<file path="src/hv_led_defs.svh">
// register offsets, field positions, reset values and timing counts of the hv led control block
// assumes a 125 MHz core clock and byte addresses on an 8-bit apb address
`ifndef HV_LED_DEFS_SVH
`define HV_LED_DEFS_SVH

`define OFF_SINK_BANK 8'h00
`define OFF_FB_ENABLE 8'h04
`define OFF_BOOST_CTRL 8'h08
`define OFF_AUTO_THR 8'h0c
`define OFF_A_LSB 8'h10
`define OFF_A_MSB 8'h14
`define OFF_B_LSB 8'h18
`define OFF_B_MSB 8'h1c
`define OFF_A_FULLSCALE 8'h20
`define OFF_B_FULLSCALE 8'h24
`define OFF_BANK_ENABLE 8'h28
`define OFF_RAMP_TIME 8'h2c
`define OFF_PWM_CFG 8'h30
`define OFF_LEVEL 8'h34
`define OFF_STATUS 8'h38

`define BC_FREQ_BIT 0
`define BC_AUTO_BIT 3
`define PWM_EN_A_BIT 0
`define PWM_EN_B_BIT 1
`define PWM_POL_BIT 2
`define PWM_ZD_BIT 3

`define RST_SINK_BANK 3'h0
`define RST_FB_ENABLE 3'h7
`define RST_BOOST_CTRL 4'h0
`define RST_AUTO_THR 8'h6c
`define RST_FULLSCALE 5'h13
`define RST_RAMP_TIME 8'h00
`define RST_PWM_CFG 4'h0

`define CLK_MHZ 125
`define T_PWM_MIN_NS 750
`define T_PWM_MIN_CYC ((`T_PWM_MIN_NS * `CLK_MHZ + 999) / 1000)

`endif

</file>
<file path="src/hv_led_pkg.sv">
// types shared by the hv led control block and its ramp stepper
// assumes nothing of its surroundings
package hv_led_pkg;
    typedef logic [10:0] code_t;
    typedef enum logic [2:0] {
        RAMP_HOLD = 3'b001,
        RAMP_UP = 3'b010,
        RAMP_DOWN = 3'b100
    } ramp_dir_e;
endpackage : hv_led_pkg

</file>
<file path="src/ramp_stepper.sv">
// ramp stepper: walks an 11-bit level one code at a time toward a target
// assumes target changes only on commit; time codes pick 2**code cycles per step
`timescale 1ns/100ps
module ramp_stepper
    import hv_led_pkg::*;
(
    // clocking
    input wire logic core_clk,
    input wire logic rst_n,
    input wire logic clear,
    input wire logic ce,
    // control
    input wire code_t target,
    input wire logic [3:0] up_time_code,
    input wire logic [3:0] down_time_code,
    // result
    output code_t level,
    output logic moving
);
    ramp_dir_e dir;
    logic [15:0] tick;
    logic [15:0] limit;

    always_comb begin
        limit = (dir == RAMP_DOWN) ? ((16'h0001 << down_time_code) - 16'h0001)
                                   : ((16'h0001 << up_time_code) - 16'h0001);
    end

    // the full 11-bit walk is what gives fine steps when software only writes the upper byte
    always_ff @(posedge core_clk) begin
        if (!rst_n || clear) begin
            dir <= RAMP_HOLD;
            level <= '0;
            tick <= '0;
        end else if (ce) begin
            unique case (dir)
                RAMP_HOLD: begin
                    tick <= '0;
                    if (target > level) begin
                        dir <= RAMP_UP;
                    end else if (target < level) begin
                        dir <= RAMP_DOWN;
                    end
                end
                RAMP_UP, RAMP_DOWN: begin
                    if (target == level) begin
                        dir <= RAMP_HOLD;
                    end else if ((dir == RAMP_UP) != (target > level)) begin
                        dir <= RAMP_HOLD;
                    end else if (tick >= limit) begin
                        tick <= '0;
                        level <= (dir == RAMP_UP) ? level + 11'h001 : level - 11'h001;
                    end else begin
                        tick <= tick + 16'h0001;
                    end
                end
            endcase
        end
    end

    assign moving = (dir != RAMP_HOLD);
endmodule : ramp_stepper

</file>
<file path="src/hv_led_ctrl.sv">
// hv led control: apb registers, bank mapping, brightness commit, ramps, pwm duty and boost frequency
// assumes pins arrive unsynchronised; apb master on core_clk; ce low freezes everything
`timescale 1ns/100ps
`include "hv_led_defs.svh"
module hv_led_ctrl
    import hv_led_pkg::*;
#(
    parameter int PWM_WIN_BITS = 16
) (
    // clocking
    input wire logic core_clk,
    input wire logic rst_n,
    input wire logic ce,
    // apb slave
    input wire logic psel,
    input wire logic penable,
    input wire logic pwrite,
    input wire logic [7:0] paddr,
    input wire logic [31:0] pwdata,
    output logic pready,
    output logic [31:0] prdata,
    output logic pslverr,
    // pins
    input wire logic hardware_enable_pin,
    input wire logic pwm_pin,
    input wire logic [2:0] short_pin,
    // boost and sinks
    output logic device_active,
    output logic boost_freq_1mhz,
    output logic [2:0] feedback_enable,
    output logic [2:0] short_fault,
    output code_t hv_string_sink_1_code,
    output code_t hv_string_sink_2_code,
    output code_t hv_string_sink_3_code,
    output logic [4:0] hv_string_sink_1_fullscale,
    output logic [4:0] hv_string_sink_2_fullscale,
    output logic [4:0] hv_string_sink_3_fullscale
);
    // pin synchronisers: three stages, a change counts once stages two and three agree
    logic [4:0] sync1;
    logic [4:0] sync2;
    logic [4:0] sync3;
    logic [4:0] pins_ok;

    always_ff @(posedge core_clk) begin
        if (!rst_n) begin
            sync1 <= '0;
            sync2 <= '0;
            sync3 <= '0;
            pins_ok <= '0;
        end else if (ce) begin
            sync1 <= {hardware_enable_pin, pwm_pin, short_pin};
            sync2 <= sync1;
            sync3 <= sync2;
            // take stage three only when two and three agree, otherwise keep the last agreed value
            pins_ok <= (sync3 & ~(sync2 ^ sync3)) | (pins_ok & (sync2 ^ sync3));
        end
    end

    logic hardware_enable_pin_ok;
    logic pwm_ok;
    logic [2:0] short_ok;
    logic clear;
    assign hardware_enable_pin_ok = pins_ok[4];
    assign pwm_ok = pins_ok[3];
    assign short_ok = pins_ok[2:0];
    assign clear = !hardware_enable_pin_ok;

    // registers
    logic [2:0] sink_bank;
    logic [2:0] fb_en;
    logic [3:0] boost_ctrl;
    logic [7:0] auto_thr;
    logic [2:0] a_lsb;
    logic [2:0] b_lsb;
    code_t a_target;
    code_t b_target;
    logic [4:0] a_fullscale;
    logic [4:0] b_fullscale;
    logic [1:0] bank_en;
    logic [7:0] ramp_time;
    logic [3:0] pwm_cfg;

    logic xfer;
    logic wr;
    assign xfer = psel && penable && pready;
    assign wr = xfer && pwrite;

    always_ff @(posedge core_clk) begin
        if (!rst_n || clear) begin
            sink_bank <= `RST_SINK_BANK;
            fb_en <= `RST_FB_ENABLE;
            boost_ctrl <= `RST_BOOST_CTRL;
            auto_thr <= `RST_AUTO_THR;
            a_lsb <= '0;
            b_lsb <= '0;
            a_target <= '0;
            b_target <= '0;
            a_fullscale <= `RST_FULLSCALE;
            b_fullscale <= `RST_FULLSCALE;
            bank_en <= '0;
            ramp_time <= `RST_RAMP_TIME;
            pwm_cfg <= `RST_PWM_CFG;
        end else if (ce && wr) begin
            unique case (paddr)
                `OFF_SINK_BANK: sink_bank <= pwdata[2:0];
                `OFF_FB_ENABLE: fb_en <= pwdata[2:0];
                `OFF_BOOST_CTRL: boost_ctrl <= pwdata[3:0];
                `OFF_AUTO_THR: auto_thr <= pwdata[7:0];
                `OFF_A_LSB: a_lsb <= pwdata[2:0];
                `OFF_A_MSB: a_target <= {pwdata[7:0], a_lsb};
                `OFF_B_LSB: b_lsb <= pwdata[2:0];
                `OFF_B_MSB: b_target <= {pwdata[7:0], b_lsb};
                `OFF_A_FULLSCALE: a_fullscale <= pwdata[4:0];
                `OFF_B_FULLSCALE: b_fullscale <= pwdata[4:0];
                `OFF_BANK_ENABLE: bank_en <= pwdata[1:0];
                `OFF_RAMP_TIME: ramp_time <= pwdata[7:0];
                `OFF_PWM_CFG: pwm_cfg <= pwdata[3:0];
                default: ;
            endcase
        end
    end

    // ramps: startup code for rising, shutdown code for falling, both banks share them
    code_t a_level;
    code_t b_level;
    logic a_moving;
    logic b_moving;

    ramp_stepper ramp_a (
        .core_clk(core_clk),
        .rst_n(rst_n),
        .clear(clear),
        .ce(ce),
        .target(bank_en[0] ? a_target : 11'h000),
        .up_time_code(ramp_time[3:0]),
        .down_time_code(ramp_time[7:4]),
        .level(a_level),
        .moving(a_moving)
    );

    ramp_stepper ramp_b (
        .core_clk(core_clk),
        .rst_n(rst_n),
        .clear(clear),
        .ce(ce),
        .target(bank_en[1] ? b_target : 11'h000),
        .up_time_code(ramp_time[3:0]),
        .down_time_code(ramp_time[7:4]),
        .level(b_level),
        .moving(b_moving)
    );

    // pwm duty measure over a window of 2**PWM_WIN_BITS cycles; the default 524 us window fits the slowest source
    logic [PWM_WIN_BITS-1:0] win_cnt;
    logic [PWM_WIN_BITS:0] act_cnt;
    logic [7:0] pulse_len;
    logic pulse_seen;
    logic [8:0] duty;
    logic pwm_zero;
    logic pwm_active;
    logic pulse_long;

    assign pwm_active = pwm_ok ^ pwm_cfg[`PWM_POL_BIT];
    assign pulse_long = (pulse_len >= 8'(`T_PWM_MIN_CYC));

    always_ff @(posedge core_clk) begin
        if (!rst_n || clear) begin
            win_cnt <= '0;
            act_cnt <= '0;
            pulse_len <= '0;
            pulse_seen <= 1'b0;
            duty <= 9'h100;
            pwm_zero <= 1'b0;
        end else if (ce) begin
            win_cnt <= win_cnt + 1'b1;
            if (pwm_active) begin
                pulse_len <= pulse_long ? pulse_len : pulse_len + 8'h01;
            end else begin
                pulse_len <= '0;
            end
            if (&win_cnt) begin
                act_cnt <= '0;
                pulse_seen <= 1'b0;
                // near-zero: a window with no pulse longer than the minimum reads as no light
                if (pwm_cfg[`PWM_ZD_BIT] && !pulse_seen && !pulse_long) begin
                    duty <= 9'h000;
                    pwm_zero <= 1'b1;
                end else begin
                    duty <= 9'(act_cnt >> (PWM_WIN_BITS - 8));
                    pwm_zero <= 1'b0;
                end
            end else begin
                act_cnt <= act_cnt + (PWM_WIN_BITS + 1)'(pwm_active);
                pulse_seen <= pulse_seen || pulse_long;
            end
        end
    end

    // code times duty, where duty 256 means full scale
    function automatic code_t scale(input code_t code, input logic [8:0] d, input logic en);
        logic [19:0] prod;
        prod = 20'(code) * 20'(d);
        scale = en ? prod[18:8] : code;
    endfunction : scale

    code_t a_eff;
    code_t b_eff;
    assign a_eff = scale(a_level, duty, pwm_cfg[`PWM_EN_A_BIT]);
    assign b_eff = scale(b_level, duty, pwm_cfg[`PWM_EN_B_BIT]);

    // sink outputs: each string follows the bank chosen by its mapping bit
    always_ff @(posedge core_clk) begin
        if (!rst_n || clear) begin
            hv_string_sink_1_code <= '0;
            hv_string_sink_2_code <= '0;
            hv_string_sink_3_code <= '0;
            hv_string_sink_1_fullscale <= `RST_FULLSCALE;
            hv_string_sink_2_fullscale <= `RST_FULLSCALE;
            hv_string_sink_3_fullscale <= `RST_FULLSCALE;
        end else if (ce) begin
            hv_string_sink_1_code <= sink_bank[0] ? b_eff : a_eff;
            hv_string_sink_2_code <= sink_bank[1] ? b_eff : a_eff;
            hv_string_sink_3_code <= sink_bank[2] ? b_eff : a_eff;
            hv_string_sink_1_fullscale <= sink_bank[0] ? b_fullscale : a_fullscale;
            hv_string_sink_2_fullscale <= sink_bank[1] ? b_fullscale : a_fullscale;
            hv_string_sink_3_fullscale <= sink_bank[2] ? b_fullscale : a_fullscale;
        end
    end

    // boost frequency: auto mode compares the brighter enabled bank with the threshold
    logic [7:0] top_msb;
    always_comb begin
        top_msb = 8'h00;
        if (bank_en[0] && a_level[10:3] > top_msb) begin
            top_msb = a_level[10:3];
        end
        if (bank_en[1] && b_level[10:3] > top_msb) begin
            top_msb = b_level[10:3];
        end
    end

    always_ff @(posedge core_clk) begin
        if (!rst_n || clear) begin
            boost_freq_1mhz <= 1'b0;
            feedback_enable <= `RST_FB_ENABLE;
            short_fault <= '0;
            device_active <= 1'b0;
        end else if (ce) begin
            if (boost_ctrl[`BC_AUTO_BIT]) begin
                boost_freq_1mhz <= (top_msb > auto_thr);
            end else begin
                boost_freq_1mhz <= boost_ctrl[`BC_FREQ_BIT];
            end
            feedback_enable <= fb_en;
            short_fault <= short_ok & fb_en;
            device_active <= 1'b1;
        end
    end

    // apb: one wait state, read data and error registered with pready
    function automatic logic known_addr(input logic [7:0] a);
        known_addr = (a <= `OFF_STATUS) && (a[1:0] == 2'b00);
    endfunction : known_addr

    always_ff @(posedge core_clk) begin
        if (!rst_n) begin
            pready <= 1'b0;
            prdata <= '0;
            pslverr <= 1'b0;
        end else if (ce) begin
            pready <= psel && penable && !pready;
            pslverr <= psel && penable && !pready && !known_addr(paddr);
            prdata <= '0;
            if (psel && penable && !pready && !pwrite) begin
                unique case (paddr)
                    `OFF_SINK_BANK: prdata <= {29'h0, sink_bank};
                    `OFF_FB_ENABLE: prdata <= {29'h0, fb_en};
                    `OFF_BOOST_CTRL: prdata <= {28'h0, boost_ctrl};
                    `OFF_AUTO_THR: prdata <= {24'h0, auto_thr};
                    `OFF_A_LSB: prdata <= {29'h0, a_lsb};
                    `OFF_A_MSB: prdata <= {24'h0, a_target[10:3]};
                    `OFF_B_LSB: prdata <= {29'h0, b_lsb};
                    `OFF_B_MSB: prdata <= {24'h0, b_target[10:3]};
                    `OFF_A_FULLSCALE: prdata <= {27'h0, a_fullscale};
                    `OFF_B_FULLSCALE: prdata <= {27'h0, b_fullscale};
                    `OFF_BANK_ENABLE: prdata <= {30'h0, bank_en};
                    `OFF_RAMP_TIME: prdata <= {24'h0, ramp_time};
                    `OFF_PWM_CFG: prdata <= {28'h0, pwm_cfg};
                    `OFF_LEVEL: prdata <= {5'h0, b_level, 5'h0, a_level};
                    `OFF_STATUS: prdata <= {15'h0, duty, 1'b0, short_ok & fb_en,
                                            b_moving, a_moving, pwm_zero, boost_freq_1mhz};
                    default: prdata <= '0;
                endcase
            end
        end
    end
endmodule : hv_led_ctrl

</file>
<file path="config.mk">
export PLATFORM = sky130hd
export DESIGN_NAME = hv_led_ctrl
export DESIGN_NICKNAME = d
export VERILOG_FILES = /design/src/hv_led_pkg.sv /design/src/ramp_stepper.sv /design/src/hv_led_ctrl.sv
export VERILOG_INCLUDE_DIRS = /design/src
export SDC_FILE = /design/constraint.sdc
export NUM_CORES = 1
export LEC_CHECK = 0
export ABC_AREA = 1
export BUFFER_PORTS_ARGS = -buffer_cell sky130_fd_sc_hd__buf_2
export CAP_MARGIN = 15
export CORE_MARGIN = 3
export CORE_UTILIZATION = 60
export CTS_BUF_LIST = sky130_fd_sc_hd__clkbuf_8
export DETAILED_ROUTE_END_ITERATION = 8
export HOLD_SLACK_MARGIN = 0.03
export PLACE_DENSITY = 0.88
export SLEW_MARGIN = 25
export SYNTH_ARGS = -nofsm -noshare
export SYNTH_HDL_FRONTEND = slang
export SYNTH_SLANG_ARGS = --single-unit
</file>
<file path="constraint.sdc">
create_clock -name core_clk -period 6.6 [get_ports core_clk]
set_clock_uncertainty 0.05 [all_clocks]
set_input_delay 0 -clock core_clk [delete_from_list [all_inputs] [get_ports core_clk]]
set_output_delay 0 -clock core_clk [all_outputs]
set_load 0.02 [all_outputs]
</file>
==> results.txt <==
- Weighted congestion reported at the end of routability-driven placement: 0.985
* Final Max Tran Viols: 0
- Fmax: 187 MHz
- Pin count of the biggest net entering global routing: 74
* Worst R2R Setup Slack: 1.27 ns
- Die outline area: 40600 µm²
* Max Cap Violations: 0
* Data required time of the worst path: 7.07 ns
* Post-route ant nets: 0
* Min-Delay Path Class: in -> reg
- Clock latency on the worst-skew pair, taken at its later pin, is 0.65 ns.
- The worst setup path is captured at a flip-flop.
- Clock-pin slew on the worst setup and hold paths: 0.06 ns
* Sequential-to-total area share from yosys stat: 25.1%
- The worst register-to-register path ends at hv_string_sink_3_code[8]$_SDFFE_PP0P_.
- Number of library cell types mapped by synthesis: 55
* Synth Flop Type: dfxtp_1
- Initial core utilization: 61.7%
- For the worst setup path, the data arrival time is 5.81 ns.
- H-Tree Level Count: 2
- Hold bufs inserted after CTS: 41
- In this run, placement finished with an instance count of 3823.
* CTS tree: yes
- RSZ-0062 raised after global routing: no
- CTS-repair resized insts: 0
- IR analysis of the VDD net gives a maximum drop of 0.214 mV.
- After global routing the overflow that remains totals 0.
- Once detailed placement completed, the half-perimeter wirelength came to 47700 µm.
* Die extent in y: 201 µm
- Port buffering added 111 buffers.
- Number of DRC violations after detailed-routing iteration 0: 2062
* Reg2reg start: duty[2]$_SDFFE_PP0P_
- Number of antenna violations at the first check in global routing: 0
* Die outline width: 201 µm
- Critical path class: reg -> reg
- The startpoint identified for the worst hold timing path is penable.
- Count of flip-flops with a built-in enable after synthesis: 0
* Area added between synthesis and finish: 9.70%
- Logic depth of the worst register-to-register path: 20
* Synth Register Bits: 287
* TritonCTS Buffers: 50
- Sink of the worst hold path: sink_bank[0]$_SDFFE_PP0P_
* Leakage dissipation: 12.3 nW
* Fraction of final layout cells with drive strength greater than 1: 8.11%
- Buffers inserted during post-CTS setup optimization: 0
- Number of vias per cell after detailed routing: 5.68
* Overall fraction of global-route tracks in use: 32.3%
* Asr flop ratio synth: 0%
- Summed over its instances, the top area cell type makes up 25.1% of the synthesized netlist area.
- Maximum buffer depth of the clock tree: 3
- Cell area after synthesis: 22900 µm²
* Dominant cells by area after synthesis: dfxtp_1 (25%), nand2_1 (13%), fa_1 (11%)
* Slew Limit Headroom: 27.4%
* First-pass iteration count of the detailed router: 8
- The total count of hold-check failures in the final report came to 0.
* Number of global-route vias before repair: 21637
- Number of top-level pins: 141
* Clock Root Buffer: clkbuf_8
- Cell depth of the worst min-delay path: 6
- The Yosys step of the flow raised 0 warnings.
- The worst path uses 80.8% of the clock period.
* Instance count of the mapped netlist: 3326
* First-pass GRT wire length: 108000 µm
* Final sum of negative setup slack: 0 ns
* Avg Cell Area, Syn: 6.89 µm²
* Power density over the cells: 143 nW/µm²
- Core Box Area: 37100 µm²
- The routed design could run at a clock period as short as 5.33 ns.
- Non-filler instance count after layout: 3955
- Number of standard-cell rows in the floorplan: 70
- Of all nets on the critical path, the largest fanout is 24.
- Worst Max-Slew Pin Slew: 1.09 ns
- Number of vias after detailed routing: 22477
- Final WL: 65600 µm
- Number of sinks on the clock net: 287
* Crit start category: flip-flop
- Final #Nets: 3754
* Most area-hungry cell type in the Yosys netlist: dfxtp_1
* Routed wire length per instance: 16.6 µm
- The number of antenna diodes in the final layout is 0.
- The flow ran to the end, and the final reports show no timing, DRC or antenna violations.
* Area of all placed cells without fillers: 25100 µm²
- After detailed placement, the total cell area comes to 23700 µm².
- For this run, design rule violations remaining after detail routing come to 0.
- Setup Viol. Count Final: 0
-- layout make-up --
class	instances	area (µm²)
fill	3169	12000
clock inverter	27	186
timing repair buffer	169	1100
multi-input combinational	2370	14600
sequential	287	5750
clock buffer	64	881
inverter	534	2010
tap	504	631
-- state kept, by name (all words and copies together) (netlist names), 16 cells and up, named ones only --
signal / flops
prdata: 27
act_cnt: 17
ramp_a.tick: 16
ramp_b.tick: 16
win_cnt: 16
-- critical path: stages (launching register included) --
cell and delay, ns:
dfxtp_1 1.04, nand2_1 0.20, fa_1 0.57, inv_1 0.05, fa_1 0.46, fa_1 0.49
inv_1 0.06, fa_1 0.52, inv_1 0.05, ha_1 0.35, nand2_1 0.17, inv_1 0.06
a21oi_1 0.24, nor2_1 0.06, nor2_1 0.13, nand2_1 0.07, nand2_1 0.06, nand3_1 0.19
nand3_1 0.15, nand3_1 0.09, a21oi_1 0.14
-- cells in the mapped netlist (6+ instances only) --
cell type and count:
a21oi_1 297, buf_1 7, buf_2 10, buf_4 7
buf_6 6, clkbuf_1 110, dfxtp_1 287, fa_1 126
ha_1 165, inv_1 519, inv_2 10, nand2_1 785
nand2_2 8, nand3_1 245, nand3_2 8, nand3b_1 11
nand4_1 30, nor2_1 216, nor2_2 9, nor3_1 66
nor3_2 6, nor3_4 7, nor4_1 7, o211ai_1 26
o21a_1 6, o21ai_0 191, o21ai_1 9, o21ai_2 6
o21bai_1 8, o22ai_1 14, xnor2_1 20, xor2_1 53
-- report_power, final --
group	leakage [nW]	switching, mW	internal (mW)
logic	9.35	0.0786	0.0332
clock network	0.609	0.790	0.955
registers	2.31	0.00386	1.74
total	12.3	0.873	2.73
-- per-stage QoR --
stage,total power [mW],setup slack [ns],hold slack (ns),util [%]
after floorplan,1.84,2.04,0.0804,-
after global placement,1.87,1.45,0.177,63.7
after detailed placement,1.87,1.37,0.182,63.7
after CTS,3.61,1.31,0.0660,67.7
after global routing,3.70,0.894,0.202,67.7
final,3.60,1.27,0.131,67.7
-- cell families after synthesis --
logic type | count (synthesis) | share of synthesized area, %
other cells | 2 | 0.0328
compound gates | 579 | 13.6
simple gates | 1419 | 27.0
fa+ha+maj | 291 | 20.0
buf+inv | 674 | 11.4
xor+xnor | 74 | 2.86
flops | 287 | 25.1
-- layer usage --
layer  wire (µm)  track usage [%]  vias up
li1            -                -    10836
met1       26500             41.6    10421
met2       29400             51.8     1004
met3        5820             5.50      216
met4        3830             17.8        0
met5           0                0        -
-- layout by cell type, fill, tap and decap left out, types with 5 or more instances in the layout --
| cell type | n |
|---|---|
| o22ai_1 | 14 |
| nor4_1 | 7 |
| nand2_2 | 8 |
| inv_2 | 9 |
| nor2_1 | 216 |
| nand3_1 | 245 |
| fa_1 | 126 |
| nand3_2 | 8 |
| nand3b_1 | 11 |
| o21ai_2 | 5 |
| a21oi_1 | 297 |
| nand2_4 | 6 |
| buf_2 | 110 |
| nand4_1 | 30 |
| nor2_4 | 5 |
| ha_1 | 165 |
| nand2_1 | 784 |
| xor2_1 | 53 |
| buf_4 | 18 |
| o211ai_1 | 26 |
| inv_1 | 532 |
| o21ai_0 | 191 |
| o21ai_1 | 9 |
| dfxtp_1 | 287 |
| clkinv_1 | 5 |
| clkbuf_8 | 64 |
| dlygate4sd3_1 | 41 |
| o21a_1 | 6 |
| nor3_1 | 66 |
| nor3_4 | 7 |
| conb_1 | 7 |
| nor2_2 | 9 |
| xnor2_1 | 20 |
| nor3_2 | 6 |
| o21bai_1 | 8 |
| o31ai_2 | 5 |
| clkinv_2 | 8 |
-- how the worst max path moves through the flow --
stage / start / endpoint
after global placement: duty[2]$_SDFFE_PP0P_ / hv_string_sink_2_code[8]$_SDFFE_PP0P_
final: duty[2]$_SDFFE_PP0P_ / hv_string_sink_3_code[8]$_SDFFE_PP0P_
after detailed placement: duty[2]$_SDFFE_PP0P_ / hv_string_sink_2_code[9]$_SDFFE_PP0P_
after floorplan: duty[1]$_SDFFE_PP0P_ / hv_string_sink_1_code[8]$_SDFFE_PP0P_
after CTS: duty[2]$_SDFFE_PP0P_ / hv_string_sink_2_code[9]$_SDFFE_PP0P_
after global routing: duty[2]$_SDFFE_PP0P_ / hv_string_sink_2_code[7]$_SDFFE_PP0P_
(Power assumes the default switching activity.)
